**src/verilog/cswd_pkg.sv**
```systemverilog
/*
 * Package for the chip-select and wait-state decoder: register map,
 * control field positions, reset values and the I/O peripheral window.
 * Assumes a 32-bit AXI4-Lite register bus with word-aligned registers.
 */
package cswd_pkg;

   // ==========================================================
   // Register map (byte addresses, one word per register)
   // ==========================================================
   // Select n: control at 0x00+n*0x10, lower at +0x4, upper at +0x8
   localparam logic [7:0] CSWD_CTL_OFS    = 8'h00;
   localparam logic [7:0] CSWD_LOWER_OFS  = 8'h04;
   localparam logic [7:0] CSWD_UPPER_OFS  = 8'h08;
   localparam logic [7:0] CSWD_STATUS_OFS = 8'h40;
   localparam int         CSWD_SEL_STRIDE = 16;

   // ==========================================================
   // Control field positions
   // ==========================================================
   localparam int CSWD_ENABLE_BIT = 3;
   localparam int CSWD_SPACE_BIT  = 4;
   localparam int CSWD_WAIT_LSB   = 5;
   localparam int CSWD_WAIT_MSB   = 7;

   // ==========================================================
   // Reset values
   // ==========================================================
   localparam logic [7:0] CSWD_CTL_RST     = 8'h00;
   localparam logic [7:0] CSWD_LOWER_RST   = 8'h00;
   localparam logic [7:0] CSWD_UPPER0_RST  = 8'hff;
   localparam logic [7:0] CSWD_UPPER_RST   = 8'h00;

   // ==========================================================
   // On-chip peripheral I/O window
   // ==========================================================
   localparam logic [15:0] CSWD_PERIPH_LO  = 16'h0080;
   localparam logic [15:0] CSWD_PERIPH_HI  = 16'h00ff;

   // AXI responses
   localparam logic [1:0] CSWD_RESP_OKAY   = 2'h0;
   localparam logic [1:0] CSWD_RESP_SLVERR = 2'h2;

   typedef enum logic [1:0] {
      CSWD_IDLE,
      CSWD_WAITING,
      CSWD_EXTEND
   } cswd_state_t;

endpackage
```
**src/verilog/cswd_decoder.sv**
```systemverilog
/*
 * Chip-select and wait-state decoder: four active-low selects decoded
 * from CPU bus cycles, memory or I/O space, with programmable waits.
 * Assumes cpu_* access inputs come from logic on aclk; the external
 * wait_n pin and bus-grant address arrive asynchronously and are
 * synchronised here.
 */
`timescale 1ns/1ps
`default_nettype none

// Behaviour
// - Four independent active-low selects, each in memory or I/O space only.
// - Control bit 4 picks memory (0) or I/O (1); reset is memory space.
// - A select asserts only when its control bit 3 enable is 1.
// - A memory select matches when address bits 23:16 lie within its bounds.
// - Memory selects assert only during memory accesses, with memory strobe and read/write.
// - When several selects match, only the lowest-numbered one asserts.
// - Equal lower and upper bounds cover exactly one 64 KB page.
// - Select 0 resets to bounds 00h..FFh; all other bounds reset to 00h.
// - I/O selects assert only during I/O cycles, with I/O strobe and read/write.
// - I/O decode compares address bits 15:8 to the lower bound, ignoring 23:16 and page base.
// - No I/O select asserts for I/O addresses 0080h through 00FFh.
// - Each select has a 3-bit wait count in control bits 7:5.
// - The CPU is stalled for exactly the programmed 0 to 7 cycles per access preceded by an idle cycle.
// - A low external wait input, sampled at the last programmed wait cycle, adds cycles; resume on the third edge after release.
// - While the bus is granted away, the external address keeps being decoded.
module cswd_decoder #(
   parameter int NUM_SEL = 4
) (
   input  wire logic        aclk,
   input  wire logic        aresetn,
   input  wire logic        clk_en,
   // AXI4-Lite slave
   input  wire logic [7:0]  s_axi_awaddr,
   input  wire logic        s_axi_awvalid,
   output logic             s_axi_awready,
   input  wire logic [31:0] s_axi_wdata,
   input  wire logic [3:0]  s_axi_wstrb,
   input  wire logic        s_axi_wvalid,
   output logic             s_axi_wready,
   output logic [1:0]       s_axi_bresp,
   output logic             s_axi_bvalid,
   input  wire logic        s_axi_bready,
   input  wire logic [7:0]  s_axi_araddr,
   input  wire logic        s_axi_arvalid,
   output logic             s_axi_arready,
   output logic [31:0]      s_axi_rdata,
   output logic [1:0]       s_axi_rresp,
   output logic             s_axi_rvalid,
   input  wire logic        s_axi_rready,
   // CPU side access qualifiers
   input  wire logic [23:0] cpu_addr,
   input  wire logic        cpu_mem_access,
   input  wire logic        cpu_io_access,
   input  wire logic        cpu_write,
   output logic             cpu_stall,
   // Bus grant to an external master
   input  wire logic        bus_granted,
   input  wire logic [23:0] ext_addr,
   input  wire logic        ext_mem_access,
   input  wire logic        ext_io_access,
   input  wire logic        ext_write,
   // External pins
   input  wire logic        wait_n,
   output logic [3:0]       select_line_n,
   output logic             memory_request_strobe_n,
   output logic             io_request_strobe_n,
   output logic             read_strobe_n,
   output logic             write_strobe_n
);

   // Priority mask and register map are laid out for exactly four selects
   if (NUM_SEL != 4) begin : g_bad_sel
      $error("cswd_decoder supports exactly four selects");
   end

   // ==========================================================
   // Register storage
   // ==========================================================
   logic [7:0] select_control_r     [NUM_SEL];
   logic [7:0] select_lower_bound_r [NUM_SEL];
   logic [7:0] select_upper_bound_r [NUM_SEL];

   // ==========================================================
   // Input synchronisers
   // ==========================================================
   logic        wait_meta_r;
   logic        wait_sync_r;
   logic [27:0] ext_meta_r;
   logic [27:0] ext_sync_r;

   // Two flops on every pin-side input before any logic looks at it
   always_ff @(posedge aclk) begin
      if (!aresetn) begin
         wait_meta_r <= 1'b1;
         wait_sync_r <= 1'b1;
         ext_meta_r  <= 28'h0000000;
         ext_sync_r  <= 28'h0000000;
      end else if (clk_en) begin
         wait_meta_r <= wait_n;
         wait_sync_r <= wait_meta_r;
         ext_meta_r  <= {bus_granted, ext_write, ext_io_access, ext_mem_access, ext_addr};
         ext_sync_r  <= ext_meta_r;
      end
   end

   // ==========================================================
   // Access source selection
   // ==========================================================
   logic        grant_s;
   logic [23:0] acc_addr;
   logic        acc_mem;
   logic        acc_io;
   logic        acc_wr;

   assign grant_s  = ext_sync_r[27];
   assign acc_addr = grant_s ? ext_sync_r[23:0] : cpu_addr;
   assign acc_mem  = grant_s ? ext_sync_r[24]   : cpu_mem_access;
   assign acc_io   = grant_s ? ext_sync_r[25]   : cpu_io_access;
   assign acc_wr   = grant_s ? ext_sync_r[26]   : cpu_write;

   // ==========================================================
   // Per-select match
   // ==========================================================
   logic [NUM_SEL-1:0] hit;
   logic               periph_hit;

   assign periph_hit = (acc_addr[15:0] >= cswd_pkg::CSWD_PERIPH_LO)
                    && (acc_addr[15:0] <= cswd_pkg::CSWD_PERIPH_HI);

   genvar gi;
   generate
      for (gi = 0; gi < NUM_SEL; gi++) begin : g_match
         logic en_b;
         logic io_b;
         assign en_b = select_control_r[gi][cswd_pkg::CSWD_ENABLE_BIT];
         assign io_b = select_control_r[gi][cswd_pkg::CSWD_SPACE_BIT];
         // inclusive range or I/O byte compare
         assign hit[gi] = en_b && (io_b
            ? (acc_io && !periph_hit && acc_addr[15:8] == select_lower_bound_r[gi])
            : (acc_mem && acc_addr[23:16] >= select_lower_bound_r[gi]
                       && acc_addr[23:16] <= select_upper_bound_r[gi]));
      end
   endgenerate

   logic [NUM_SEL-1:0] win;
   assign win = hit & (~hit + 4'h1);

   // ==========================================================
   // Pin outputs and wait sequencing
   // ==========================================================
   cswd_pkg::cswd_state_t state_r;
   logic [2:0]            wait_cnt_r;
   logic [2:0]            win_wait;
   logic                  acc_live;
   logic                  served_r;

   // Wait count of the winning select
   always_comb begin
      win_wait = 3'h0;
      for (int i = NUM_SEL - 1; i >= 0; i--) begin
         if (win[i]) begin
            win_wait = select_control_r[i][cswd_pkg::CSWD_WAIT_MSB:cswd_pkg::CSWD_WAIT_LSB];
         end
      end
   end

   assign acc_live = |win;

   // one stall per access
   // A held access would re-arm the count after it ran; the selects must
   // go idle between accesses, so gapless back-to-back accesses get no wait
   always_ff @(posedge aclk) begin
      if (!aresetn) begin
         served_r <= 1'b0;
      end else if (clk_en) begin
         if (!acc_live) begin
            served_r <= 1'b0;
         end else if (state_r != cswd_pkg::CSWD_IDLE) begin
            served_r <= 1'b1;
         end
      end
   end

   always_ff @(posedge aclk) begin
      if (!aresetn) begin
         select_line_n           <= 4'hf;
         memory_request_strobe_n <= 1'b1;
         io_request_strobe_n     <= 1'b1;
         read_strobe_n           <= 1'b1;
         write_strobe_n          <= 1'b1;
      end else if (clk_en) begin
         select_line_n           <= ~win;
         memory_request_strobe_n <= ~(acc_live && acc_mem);
         io_request_strobe_n     <= ~(acc_live && acc_io);
         read_strobe_n           <= ~(acc_live && !acc_wr);
         write_strobe_n          <= ~(acc_live && acc_wr);
      end
   end

   always_ff @(posedge aclk) begin
      if (!aresetn) begin
         state_r    <= cswd_pkg::CSWD_IDLE;
         wait_cnt_r <= 3'h0;
      end else if (clk_en) begin
         unique case (state_r)
            cswd_pkg::CSWD_IDLE: begin
               if (acc_live && !grant_s && !served_r) begin
                  wait_cnt_r <= win_wait;
                  state_r    <= (win_wait != 3'h0) ? cswd_pkg::CSWD_WAITING
                                                   : cswd_pkg::CSWD_IDLE;
               end
            end
            cswd_pkg::CSWD_WAITING: begin
               if (wait_cnt_r == 3'h1) begin
                  state_r <= wait_sync_r ? cswd_pkg::CSWD_IDLE : cswd_pkg::CSWD_EXTEND;
               end
               wait_cnt_r <= wait_cnt_r - 3'h1;
            end
            cswd_pkg::CSWD_EXTEND: begin
               if (wait_sync_r) begin
                  state_r <= cswd_pkg::CSWD_IDLE;
               end
            end
            default: state_r <= cswd_pkg::CSWD_IDLE;
         endcase
      end
   end

   // Stall covers the programmed count and any external extension
   assign cpu_stall = (state_r != cswd_pkg::CSWD_IDLE);

   // ==========================================================
   // AXI4-Lite slave
   // ==========================================================
   logic       aw_held_r;
   logic       w_held_r;
   logic [7:0] aw_addr_r;
   logic [31:0] w_data_r;
   logic [3:0] w_strb_r;
   logic       do_write;
   logic [7:0] wr_ofs;
   logic [1:0] wr_sel;
   logic       wr_ok;

   assign s_axi_awready = !aw_held_r && !s_axi_bvalid;
   assign s_axi_wready  = !w_held_r && !s_axi_bvalid;
   assign do_write      = aw_held_r && w_held_r && !s_axi_bvalid;
   assign wr_ofs        = aw_addr_r & 8'h0f;
   assign wr_sel        = aw_addr_r[5:4];
   assign wr_ok         = (aw_addr_r[7:6] == 2'h0) && (aw_addr_r[1:0] == 2'h0)
                       && (wr_ofs <= cswd_pkg::CSWD_UPPER_OFS);

   // Address and data captured independently, in either order
   always_ff @(posedge aclk) begin
      if (!aresetn) begin
         aw_held_r    <= 1'b0;
         w_held_r     <= 1'b0;
         aw_addr_r    <= 8'h00;
         w_data_r     <= 32'h00000000;
         w_strb_r     <= 4'h0;
         s_axi_bvalid <= 1'b0;
         s_axi_bresp  <= cswd_pkg::CSWD_RESP_OKAY;
      end else if (clk_en) begin
         if (s_axi_awvalid && s_axi_awready) begin
            aw_held_r <= 1'b1;
            aw_addr_r <= s_axi_awaddr;
         end
         if (s_axi_wvalid && s_axi_wready) begin
            w_held_r <= 1'b1;
            w_data_r <= s_axi_wdata;
            w_strb_r <= s_axi_wstrb;
         end
         if (do_write) begin
            aw_held_r    <= 1'b0;
            w_held_r     <= 1'b0;
            s_axi_bvalid <= 1'b1;
            s_axi_bresp  <= wr_ok ? cswd_pkg::CSWD_RESP_OKAY : cswd_pkg::CSWD_RESP_SLVERR;
         end else if (s_axi_bvalid && s_axi_bready) begin
            s_axi_bvalid <= 1'b0;
         end
      end
   end

   // bound and control reset values; byte lane 0 holds data
   always_ff @(posedge aclk) begin
      if (!aresetn) begin
         for (int i = 0; i < NUM_SEL; i++) begin
            select_control_r[i]     <= cswd_pkg::CSWD_CTL_RST;
            select_lower_bound_r[i] <= cswd_pkg::CSWD_LOWER_RST;
            select_upper_bound_r[i] <= (i == 0) ? cswd_pkg::CSWD_UPPER0_RST
                                                : cswd_pkg::CSWD_UPPER_RST;
         end
      end else if (clk_en && do_write && wr_ok && w_strb_r[0]) begin
         unique case (wr_ofs)
            cswd_pkg::CSWD_CTL_OFS:   select_control_r[wr_sel]     <= w_data_r[7:0];
            cswd_pkg::CSWD_LOWER_OFS: select_lower_bound_r[wr_sel] <= w_data_r[7:0];
            cswd_pkg::CSWD_UPPER_OFS: select_upper_bound_r[wr_sel] <= w_data_r[7:0];
            default: ;
         endcase
      end
   end

   // Read path: one cycle from address to data
   logic [7:0] rd_ofs;
   logic [1:0] rd_sel;
   assign s_axi_arready = !s_axi_rvalid;
   assign rd_ofs        = s_axi_araddr & 8'h0f;
   assign rd_sel        = s_axi_araddr[5:4];

   always_ff @(posedge aclk) begin
      if (!aresetn) begin
         s_axi_rvalid <= 1'b0;
         s_axi_rdata  <= 32'h00000000;
         s_axi_rresp  <= cswd_pkg::CSWD_RESP_OKAY;
      end else if (clk_en) begin
         if (s_axi_arvalid && s_axi_arready) begin
            s_axi_rvalid <= 1'b1;
            s_axi_rresp  <= cswd_pkg::CSWD_RESP_OKAY;
            s_axi_rdata  <= 32'h00000000;
            if (s_axi_araddr == cswd_pkg::CSWD_STATUS_OFS) begin
               // Live view: stall, granted bus, current select lines
               s_axi_rdata <= {26'h0000000, cpu_stall, grant_s, select_line_n};
            end else if (s_axi_araddr[7:6] != 2'h0 || s_axi_araddr[1:0] != 2'h0) begin
               s_axi_rresp <= cswd_pkg::CSWD_RESP_SLVERR;
            end else if (rd_ofs == cswd_pkg::CSWD_CTL_OFS) begin
               s_axi_rdata <= {24'h000000, select_control_r[rd_sel]};
            end else if (rd_ofs == cswd_pkg::CSWD_LOWER_OFS) begin
               s_axi_rdata <= {24'h000000, select_lower_bound_r[rd_sel]};
            end else if (rd_ofs == cswd_pkg::CSWD_UPPER_OFS) begin
               s_axi_rdata <= {24'h000000, select_upper_bound_r[rd_sel]};
            end else begin
               s_axi_rresp <= cswd_pkg::CSWD_RESP_SLVERR;
            end
         end else if (s_axi_rvalid && s_axi_rready) begin
            s_axi_rvalid <= 1'b0;
         end
      end
   end

endmodule

`default_nettype wire

```
**config.mk**
```make
export PLATFORM = sky130hd
export DESIGN_NAME = cswd_decoder
export DESIGN_NICKNAME = d
export VERILOG_FILES = /design/src/verilog/cswd_pkg.sv /design/src/verilog/cswd_decoder.sv
export SDC_FILE = /design/constraint.sdc
export NUM_CORES = 1
export LEC_CHECK = 0
export ABC_AREA = 1
export BUFFER_PORTS_ARGS = -buffer_cell sky130_fd_sc_hd__buf_2
export CORE_AREA = 4 4 131 164
export DETAILED_ROUTE_END_ITERATION = 8
export DIE_AREA = 0 0 135 168
export GPL_TIMING_DRIVEN = 0
export PLACE_DENSITY_LB_ADDON = 0.15
export SLEW_MARGIN = 10
export SYNTH_ARGS = -nofsm -noshare
export SYNTH_HDL_FRONTEND = slang
export SYNTH_SLANG_ARGS = --single-unit
export TNS_END_PERCENT = 100
```
**constraint.sdc**
```tcl
create_clock -name aclk -period 4.2 [get_ports aclk]
set_input_delay 0.42 -clock aclk [delete_from_list [all_inputs] [get_ports aclk]]
set_output_delay 0.42 -clock aclk [all_outputs]
set_load 0.01 [all_outputs]
```
Word-level counts from Yosys, hierarchy flattened:

Memories as Yosys holds them, arrays and structs flattened.
Cells that the tools add are included.

* output and inout bits: 50
* memories kept: 3
* register bits: 129
* memory bits (writable): 96
* logic and storage cells: 200
* input port bits: 116

Memory list
* select_control_r: words 4, width 8, rd ports 5, clocked after memory_dff 0, write ports 4, RTL line cswd_decoder.sv:80 `logic [7:0] select_control_r [NUM_SEL];`
* select_lower_bound_r: words 4, width 8, rd ports 5, clocked after memory_dff 0, write ports 4, RTL line cswd_decoder.sv:81 `logic [7:0] select_lower_bound_r [NUM_SEL];`
* select_upper_bound_r: words 4, width 8, rd ports 5, clocked after memory_dff 0, write ports 4, RTL line cswd_decoder.sv:82 `logic [7:0] select_upper_bound_r [NUM_SEL];`

* order comparisons: 11
* reduce and logical (&&, ||, !) cells: 76
* add/sub/neg operators: 2
* eq/ne operators: 16
* bitwise gates (word level): 7
* muxes and demuxes: 63

Operators by type and width (number)
* $mux W8: 8
* $logic_and A1 B1 Y1: 38
* $mux W1: 34
* $eq A8 B8 Y1: 4
* $ge A8 B8 Y1: 4
* $le A8 B8 Y1: 4
* $mux W2: 13
* $mux W24: 1
* $reduce_or A8 Y1: 3
* $reduce_and A2 Y1: 9
* $ge A16 B8 Y1 const B: 1
* $le A16 B8 Y1 const B: 1
* $logic_not A8 Y1: 2
* $reduce_bool A2 Y1: 8
* $mux W3: 5
* $eq A4 B3 Y1 const B: 2
* $eq A4 B4 Y1 const B: 2
* $eq A8 B7 Y1 const B: 1
* $logic_not A1 Y1: 8
* $ne A2 B2 Y1 const B: 4
* $not A4 Y4: 2
* $logic_not A2 Y1: 3
* $pmux W2 S3: 1
* $pmux W3 S2: 1
* other kinds (13): 16

Depth between registers and ports, before layout:

Gate-level depths: netlist of run 1.

* depth in word-level cells: 19
* depth in mapped cells: 25
* depth with buffers taken out: 23

Worst setup path after synthesis of run 1:

Ideal clock, no wire load.

* path type: reg2reg
* from: register ext_sync_r[27]
* to: register wait_cnt_r[2]
* path slack: 1161 ps
* path buffers: 3
* library setup time: 115 ps
* data required time: 4085 ps
* clock period less this slack: 3039 ps
* stages on the path, launching flop included: 24
* arrival: 2925 ps
* cell sequence: dfxtp_1 > buf_6 > buf_6 > clkbuf_1 > mux2i_1 > ha_1 > nand2_1 > nor2_1 > nor2_1 > nand2_1 > nand2_1 > nand2_1 > nand3_1 > nand2_1 > nand3_4 > nand2_4 > nor2_4 > nand2_2 > nand2_2 > nand2_2 > nand2_2 > inv_2 > o21ai_1 > nor2_1

* longest elaborated chain between the ends: 17
* elaborated cells on any way between the ends: 55
* those cells by class: add/sub: 1; order compare: 10; eq/ne: 5; mux: 13; bitwise: 2; reduce/logical: 24

RTL lines
* start, declared: RTL line cswd_decoder.sv:90 `logic [27:0] ext_sync_r;`
* start signal, assigned: RTL line cswd_decoder.sv:103 `ext_sync_r <= ext_meta_r;`
* $mux W24: RTL line cswd_decoder.sv:117 `assign acc_addr = grant_s ? ext_sync_r[23:0] : cpu_addr;`
* $ge A16 B8 Y1 or $le A16 B8 Y1 (tied branches): RTL line cswd_decoder.sv:128, cswd_decoder.sv:129
* $logic_and A1 B1 Y1: RTL line cswd_decoder.sv:129 `&& (acc_addr[15:0] <= cswd_pkg::CSWD_PERIPH_HI);`
* $logic_not A1 Y1: RTL line cswd_decoder.sv:140 `? (acc_io && !periph_hit && acc_addr[15:8] == select_lower_bound_r[gi])`
* $logic_and A1 B1 Y1 (2 in a row): RTL line cswd_decoder.sv:140
* $mux W1: RTL line cswd_decoder.sv:140
* $logic_and A1 B1 Y1: RTL line cswd_decoder.sv:139 `assign hit[gi] = en_b && (io_b`
* $not A4 Y4: RTL line cswd_decoder.sv:147 `assign win = hit & (~hit + 4'h1);`
* $add A4 B1 Y4: RTL line cswd_decoder.sv:147
* $and A4 B4 Y4: RTL line cswd_decoder.sv:147
* $mux W3 (4 in a row): RTL line cswd_decoder.sv:162 `if (win[i]) begin`
* $mux W3: RTL line cswd_decoder.sv:208 `if (acc_live && !grant_s && !served_r) begin`
* $pmux W3 S2: RTL line cswd_decoder.sv:206 `unique case (state_r)`
* end signal, assigned: RTL line cswd_decoder.sv:209 `wait_cnt_r <= win_wait;`
* end signal, assigned: RTL line cswd_decoder.sv:218 `wait_cnt_r <= wait_cnt_r - 3'h1;`
* end, declared: RTL line cswd_decoder.sv:153 `logic [2:0] wait_cnt_r;`

Parallel ways exist; a longest one is shown, timed or not. The select of a mux whose other input is x is not followed.
A chain may end at the register's enable or synchronous reset.

Worst setup path after layout of run 1:

* from: register ext_sync_r[27]
* to: register state_r[0]

* longest elaborated chain between the ends: 19
* elaborated cells on any way between the ends: 57
* those cells by class: add/sub: 1; order compare: 10; eq/ne: 5; mux: 14; bitwise: 2; reduce/logical: 25

RTL lines
* $mux W24: RTL line cswd_decoder.sv:117
* $ge A16 B8 Y1 or $le A16 B8 Y1 (tied branches): RTL line cswd_decoder.sv:128, cswd_decoder.sv:129
* $logic_and A1 B1 Y1: RTL line cswd_decoder.sv:129
* $logic_not A1 Y1: RTL line cswd_decoder.sv:140
* $logic_and A1 B1 Y1 (2 in a row): RTL line cswd_decoder.sv:140
* $mux W1: RTL line cswd_decoder.sv:140
* $logic_and A1 B1 Y1: RTL line cswd_decoder.sv:139
* $not A4 Y4: RTL line cswd_decoder.sv:147
* $add A4 B1 Y4: RTL line cswd_decoder.sv:147
* $and A4 B4 Y4: RTL line cswd_decoder.sv:147
* $mux W3 (4 in a row): RTL line cswd_decoder.sv:162
* $reduce_bool A3 Y1: RTL line cswd_decoder.sv:210 `state_r <= (win_wait != 3'h0) ? cswd_pkg::CSWD_WAITING`
* $mux W1: RTL line cswd_decoder.sv:210
* $mux W2: RTL line cswd_decoder.sv:208
* $pmux W2 S3: RTL line cswd_decoder.sv:206
* end signal, assigned: RTL line cswd_decoder.sv:203 `state_r <= cswd_pkg::CSWD_IDLE;`
* end signal, assigned: RTL line cswd_decoder.sv:210
* end signal, assigned: RTL line cswd_decoder.sv:216 `state_r <= wait_sync_r ? cswd_pkg::CSWD_IDLE : cswd_pkg::CSWD_EXTEND;`
* end, declared: RTL line cswd_decoder.sv:152 `cswd_pkg::cswd_state_t state_r;`

Parallel ways exist; a longest one is shown, timed or not. The select of a mux whose other input is x is not followed.

==> results of run 1 <==
==> cells in the mapped netlist, drive strengths merged <==
cell type,number
a2111oi,1
a32o,5
a21oi,97
buf,35
o21bai,7
dfxtp,89
a21o,2
nand2,307
nand3,74
a22o,1
clkbuf,56
nor3,31
edfxtp,96
or2,1
ha,66
o22ai,2
nand4,10
inv,149
o21ai,128
nor4,1
conb,1
o31ai,1
mux2i,2
o21a,6
xor2,1
o221ai,9
o211ai,4
nor2,241
==> cell families after synthesis <==
kind of cell / Yosys count / share of synthesized area
muxes: 2 / 0.00185
adders and majority gates: 66 / 0.0765
and+or+nand+nor: 665 / 0.258
xor gates and xnor gates: 1 / 0.000812
buffers and inverters: 240 / 0.0949
DFF: 185 / 0.432
other: 1 / 0.000347
AOI/OAI and AO/OA: 263 / 0.135
==> worst max-delay path by stage <==
stage / start / endpoint / slack [ns] / depth (start not counted)
final: ext_sync_r[27] / state_r[0] / 0.46 / 24
after global routing: ext_sync_r[27] / state_r[0] / 0.24 / 24
after CTS: ext_sync_r[27] / wait_cnt_r[1] / 0.1 / 23
after detailed placement: ext_sync_r[27] / wait_cnt_r[1] / 0.11 / 23
after global placement: ext_sync_r[27] / state_r[0] / -0.47 / 22
after floorplan: ext_sync_r[27] / wait_cnt_r[2] / 1.16 / 23
==> state kept, by name (all words and copies together) (netlist names), 2 cells and up <==
signal	cells
select_control_r	32
ext_sync_r	21
wait_cnt_r	3
w_data_r	8
select_line_n	4
s_axi_rdata	8
select_lower_bound_r	32
select_upper_bound_r	32
aw_addr_r	8
state_r	2
ext_meta_r	21
==> power groups by stage <==
| stage | logic, mW | clock network, mW | registers [mW] |
|---|---|---|---|
| 2_1_floorplan | 0.482 | 0 | 2.06 |
| 3_3_place_gp | 0.716 | 0 | 2.07 |
| 3_5_place_dp | 0.730 | 0 | 2.07 |
| 4_1_cts | 0.735 | 1.67 | 2.03 |
| 5_1_grt | 0.828 | 1.75 | 2.04 |
| 6_report | 0.743 | 1.67 | 2.03 |
==> routing by layer <==
layer	wire, um	track usage	vias to the layer above
met5	0	0	-
met3	2170	0.0460	101
li1	-	-	4913
met2	16500	0.520	441
met1	13700	0.371	4612
met4	1950	0.162	0
==> tightest hold or removal path: stages <==
cell and delay [ns]:
buf_2 0.08, nor2_1 0.03, nor2_1 0.08
==> timing repair <==
action                                  CTS  global route
resized for setup                         0             1
buffers inserted                          0             0
hold buffers                              0             0
endpoints found under the setup margin    0             8
==> final cells by class <==
cell class                 count  area share
clock inverter                12     0.00923
inverter                     149      0.0453
multi-input combinational   1023       0.422
timing repair buffer          96      0.0395
sequential                   185       0.378
clock buffer                  20      0.0406
buffer                        90      0.0374
tap                          270      0.0274
==> key figures, run 1 <==
Synthesis
  – Yosys reg bits: 185
  – Cell type with the highest aggregate area in the netlist: edfxtp_1
  – YS warnings: 0
  – Count of unique library cells instantiated by Yosys: 40
  – Cell area after synthesis: 10800 um2
  – Top-area cell type share of the netlist area: 0.267
  – Post-Syn Instances: 1423
  – Mean instance size in the synthesized netlist: 7.58 um2
  – Dominant cells by area after synthesis: edfxtp_1 27%, dfxtp_1 17%, nand2_1 9.8%, nor2_1 8.2%, ha_1 7.7%
  – Sequential-to-total area share from yosys stat: 0.432

GRT
  – First-pass GRT wire length: 52.5 mm
  – Vias in the first global route: 9730
  – Largest net degree at the start of global routing: 19
  – GR Overflow Total: 0
  – Total global routing track utilization: 0.305
  – Antenna violations before repair: 0

Worst setup path
  – Critical-path top delay cell: nand2_1
  – Flop-to-flop setup slack: 0.46 ns
  – End of the worst register-to-register path: state_r[0]
  – Number of cells traversed by the worst register-to-register path: 24
  – Stage delay of the slowest cell on the critical path: 0.48 ns
  – Startpoint type of the worst setup path: flip-flop
  – Cell repeated most along the worst path: nand2_1
  – Arrival time at the worst endpoint: 4.03 ns
  – Worst R2R Start: ext_sync_r[27]
  – Buffering stage count on the worst path with inverters included: 3
  – Critical path capture point type: flip-flop
  – Maximum fanout along the worst path: 10
  – Largest delay share family, worst path: simple AND/OR/NAND/NOR gates
  – CP Class: flip-flop to flip-flop
  – Cells along the critical path: inv_2 > buf_6 > buf_2 > nand2_1 > nand2_1 > ha_1 > nand2_1 > nand2_1 > nand2_1 > nand2_1 > nand2_1 > nand2_1 > nand2_1 > nand3_1 > nand2_1 > nand3_4 > nand2_4 > nor2_2 > nand2_1 > nand2_1 > nor2_1 > nand3_1 > nand2_1 > a21oi_1
  – Data required time of the critical path: 4.50 ns

CTS
  – Num Clock Sinks: 185
  – Maximum count of clock buffers along a single path: 2
  – Htree depth: 4
  – Number of buffers added by the clock tree synthesis step: 17
  – Clock tree from TritonCTS: built
  – CTS Root Buffer Type: clkbuf_16
  – Clock-pin slew on the worst setup and hold paths: 0.07 ns
  – Latest clock arrival within the worst-skew pair: 0.44 ns

Drt
  – Detailed-route DRC error count: 0
  – Post-DR vias/cell: 5.46
  – Routed length per placed instance: 18.6 um
  – Sum of routed wire length over all layers: 34.4 mm
  – Vias: 10100
  – DRC violation total after the first TritonRoute iteration: 1031
  – TritonRoute pass-1 iters: 6
  – Antenna-violating nets left: 0

Power
  – Part of the power in the clock network: 0.375
  – Flop pwr share: 0.458
  – PnR Total Power: 4.44 mW
  – NetSw: 1.33 mW
  – Share of total power consumed by net switching: 0.299
  – Part of the total power dissipated in combinational logic: 0.167
  – Cell-internal power: 3.11 mW
  – VDD IR-drop max: 0.248 mV
  – Pleak: 5.60 nW
  – Power Dens Cells: 360 nW/um2

Flow run
  – Maximum Capacitance Violations: 0

Worst hold path
  – Hold_sp: ext_addr[22]
  – Hold depth: 3
  – Path category of the worst min-delay check: input pin to flip-flop
  – Sink of the worst hold path: ext_meta_r[22]

Finish
  – Post-layout util: 0.618
  – Total area of multi-input combinational cells: 5210 um2
  – Non-Filler Instances: 1845
  – Final standard cell area without fillers: 12300 um2
  – Most common library cell in the layout ignoring fill and taps: nand2_1
  – Nets@finish: 1744
  – Total inserted antenna cells: 0
  – Number of filler instances in the final layout: 1826
  – Most frequent cells in the layout: 282 x nand2_1, 235 x nor2_1, 146 x inv_1
  – Storage cell area: 4660 um2
  – Share of layout cells above drive strength 1: 0.129
  – Layout Area Growth over Synthesis: 14.3%

Timing
  – Final worst slack: 0.462 ns
  – Post-Route Skew: 0.00762 ns
  – Final worst hold slack: 0.202 ns
  – Final period utilization: 0.890
  – Count of pins over their slew limit: 0
  – Top achievable clock speed: 267 MHz
  – Max transition margin: 0.238
  – Accumulated negative setup slack: 0 ns
  – Worst-Margin Slew: 1.13 ns
  – Final setup violation count: 0
  – Time the worst path needs with I/O delays and setup: 3.74 ns
  – Final hold viol count: 0
  – RSZ-0062 raised after global routing: false

Placement
  – Placed cell count: 1814
  – GPL Wtd Cong: 1.01
  – Dpl ws: 0.113 ns
  – Input/output buffers: 95
  – Placement Cell Area: 11700 um2
  – Placed wire-length estimate: 26.7 mm

Die
  – Die width: 135 um
  – Number of primary I/O pins: 166
  – Initial cell density of the core: 0.541
  – Core Footprint: 20000 um2
  – Num rows: 58
  – Die outline area: 22700 um2
  – Vertical die dimension: 168 um

Status
  – Result of the run: finished, final reports clean
(Power assumes the default switching activity.)
==> run 2: changes to the inputs <==
- ABC_CLOCK_PERIOD_IN_PS: unset -> 4200
- CELL_PAD_IN_SITES_DETAIL_PLACEMENT: unset -> 1
- CELL_PAD_IN_SITES_GLOBAL_PLACEMENT: unset -> 1
- CORE_AREA: 4 4 131 164 -> 4 4 149 187
- DIE_AREA: 0 0 135 168 -> 0 0 153 191
- TNS_END_PERCENT: 100 -> unset
==> run 2 against run 1 <==
  * Sequential share of layout area shrank 0.12 points
  * Total power is 0.82% lower
  * Largest cell class unchanged
  * Critical path depth is 4 lower
  * Via count increased by 0.53%
  * Final cell count rose by 3.8%
  * Register-to-register slack worse by 0.13 ns
==> key figures, run 2 (synthesis results as in run 1) <==
CTS
  – Maximum count of clock buffers along a single path: 2
  – Number of buffers added by the clock tree synthesis step: 17
  – Num Clock Sinks: 185
  – Clock tree from TritonCTS: built
  – Post-CTS Hold Fix Bufs: 0
  – Post-CTS setup buffer count: 0
  – Gates resized, CTS repair: 1
  – Htree depth: 4
  – Clock-pin slew on the worst setup and hold paths: 0.07 ns
  – CTS Root Buffer Type: clkbuf_16
  – Latest clock arrival within the worst-skew pair: 0.45 ns

Timing
  – Post-Route Skew: 0.0101 ns
  – Max transition margin: 0.168
  – Count of pins over their slew limit: 0
  – RSZ-0062 raised after global routing: false
  – Top achievable clock speed: 258 MHz
  – Worst-Margin Slew: 1.23 ns
  – Time the worst path needs with I/O delays and setup: 3.87 ns
  – Final period utilization: 0.922
  – Final hold viol count: 0
  – Final setup violation count: 0

GRT
  – Total global routing track utilization: 0.271
  – Largest net degree at the start of global routing: 20
  – GR Overflow Total: 0
  – Antenna violations before repair: 0
  – Vias in the first global route: 10800
  – First-pass GRT wire length: 60.7 mm

Die
  – Die outline area: 29200 um2
  – Initial cell density of the core: 0.416
  – Vertical die dimension: 191 um
  – Core Footprint: 25900 um2
  – Num rows: 66
  – Die width: 153 um
  – Number of primary I/O pins: 166

Drt
  – DRC violation total after the first TritonRoute iteration: 579
  – Antenna-violating nets left: 0
  – Sum of routed wire length over all layers: 39.1 mm
  – Routed length per placed instance: 20.4 um
  – Vias: 10100
  – Post-DR vias/cell: 5.28
  – Detailed-route DRC error count: 0
  – TritonRoute pass-1 iters: 5

Finish
  – Share of layout cells above drive strength 1: 0.128
  – Most frequent cells in the layout: 281 x nand2_1, 235 x nor2_1, 146 x inv_1
  – Storage cell area: 4660 um2
  – Layout Area Growth over Synthesis: 14.7%
  – Total area of multi-input combinational cells: 5200 um2
  – Largest registers: select_control_r x32, select_lower_bound_r x32, select_upper_bound_r x32
  – Most common library cell in the layout ignoring fill and taps: nand2_1
  – Non-Filler Instances: 1915
  – Total inserted antenna cells: 0
  – Nets@finish: 1744
  – Number of filler instances in the final layout: 3369

Placement
  – Input/output buffers: 95
  – Placed cell count: 1884
  – Placed wire-length estimate: 31.2 mm
  – GPL Wtd Cong: 0.971

Worst setup path
  – Arrival time at the worst endpoint: 4.24 ns
  – Maximum fanout along the worst path: 19
  – Cells along the critical path: buf_6 > buf_6 > mux2i_2 > buf_6 > ha_1 > nand2_1 > nor2_1 > nor2_1 > nand2_1 > nand2_1 > nand2_1 > nand3_1 > nand2_1 > nand3_4 > nand2_4 > nor2_4 > nand2_2 > o21ai_0 > inv_1 > o211ai_1
  – Stage delay of the slowest cell on the critical path: 0.57 ns
  – Startpoint type of the worst setup path: flip-flop
  – Critical-path top delay cell: mux2i_2
  – Buffering stage count on the worst path with inverters included: 4
  – Cell repeated most along the worst path: nand2_1
  – Data required time of the critical path: 4.57 ns
  – CP Class: flip-flop to flip-flop
  – Critical path capture point type: flip-flop
  – Largest delay share family, worst path: simple AND/OR/NAND/NOR gates

Status
  – Result of the run: finished, final reports clean

Power
  – VDD IR-drop max: 0.239 mV
  – PnR Total Power: 4.41 mW
  – Power Dens Cells: 356 nW/um2
  – Pleak: 5.58 nW

Worst hold path
  – Path category of the worst min-delay check: input pin to flip-flop

Flow run
  – Maximum Capacitance Violations: 0
==> run 2: cell types whose count changed in the layout (fill, tap and decap cells not counted), sizes merged <==
cell / change
bufinv: +2
clkbuf: -3
clkinv: +7
inv: -6
==> run 2: worst register-to-register path, delay by kind of cell, from the launching register on <==
kind	cells	cell delay, ns
buf+inv	4	0.86
compound gates	2	0.45
mux	1	0.59
flops	1	0.48
fa+ha+maj	1	0.24
simple gates	12	1.19
==> run 2: cell type report <==
class / count / share of cell area
plain buffers: 90 / 0.0373
clock buffers: 17 / 0.0344
clock inverters: 15 / 0.0119
inverters: 149 / 0.0452
multi-input cells: 1023 / 0.421
flip-flops and latches: 185 / 0.377
well taps: 340 / 0.0344
repair buffers: 96 / 0.0393
==> run 2: path summary, 6_finish.rpt <==
kind / from / to / slack [ns] / cells past startpoint
min: ext_addr[10] / ext_meta_r[10] / 0.20 / 3
min reg2reg: w_strb_r[0] / w_strb_r[0] / 0.47 / 2
max reg2reg: ext_sync_r[27] / io_request_strobe_n / 0.33 / 20
max: ext_sync_r[27] / io_request_strobe_n / 0.33 / 20
==> run 2: stage by stage <==
step	setup slack, ns	setup TNS (ns)	area (um2)	utilization	hold WS [ns]
after detailed placement	-0.121	-0.456	11800	0.455	0.463
final	0.329	0	12400	0.477	0.196
after floorplan	1.16	0	10900	-	0.429
after global placement	-0.848	-7.97	11800	0.455	0.444
after CTS	0.302	0	12400	0.477	0.188
after global routing	0.00667	0	12400	0.477	0.205
==> run 2: metal layers <==
layer  up-vias  track usage  wire (um)
met5         -            0          0
met4         0        0.125       1780
met3        84       0.0426       1870
met2       281        0.496      19800
met1      4838        0.311      15600
li1       4917            -          -
==> run 2: where the power goes <==
part	total [mW]	switching [mW]	internal [mW]
clock	1.60	0.724	0.876
combinational	0.768	0.526	0.241
sequential	2.04	0.0589	1.98
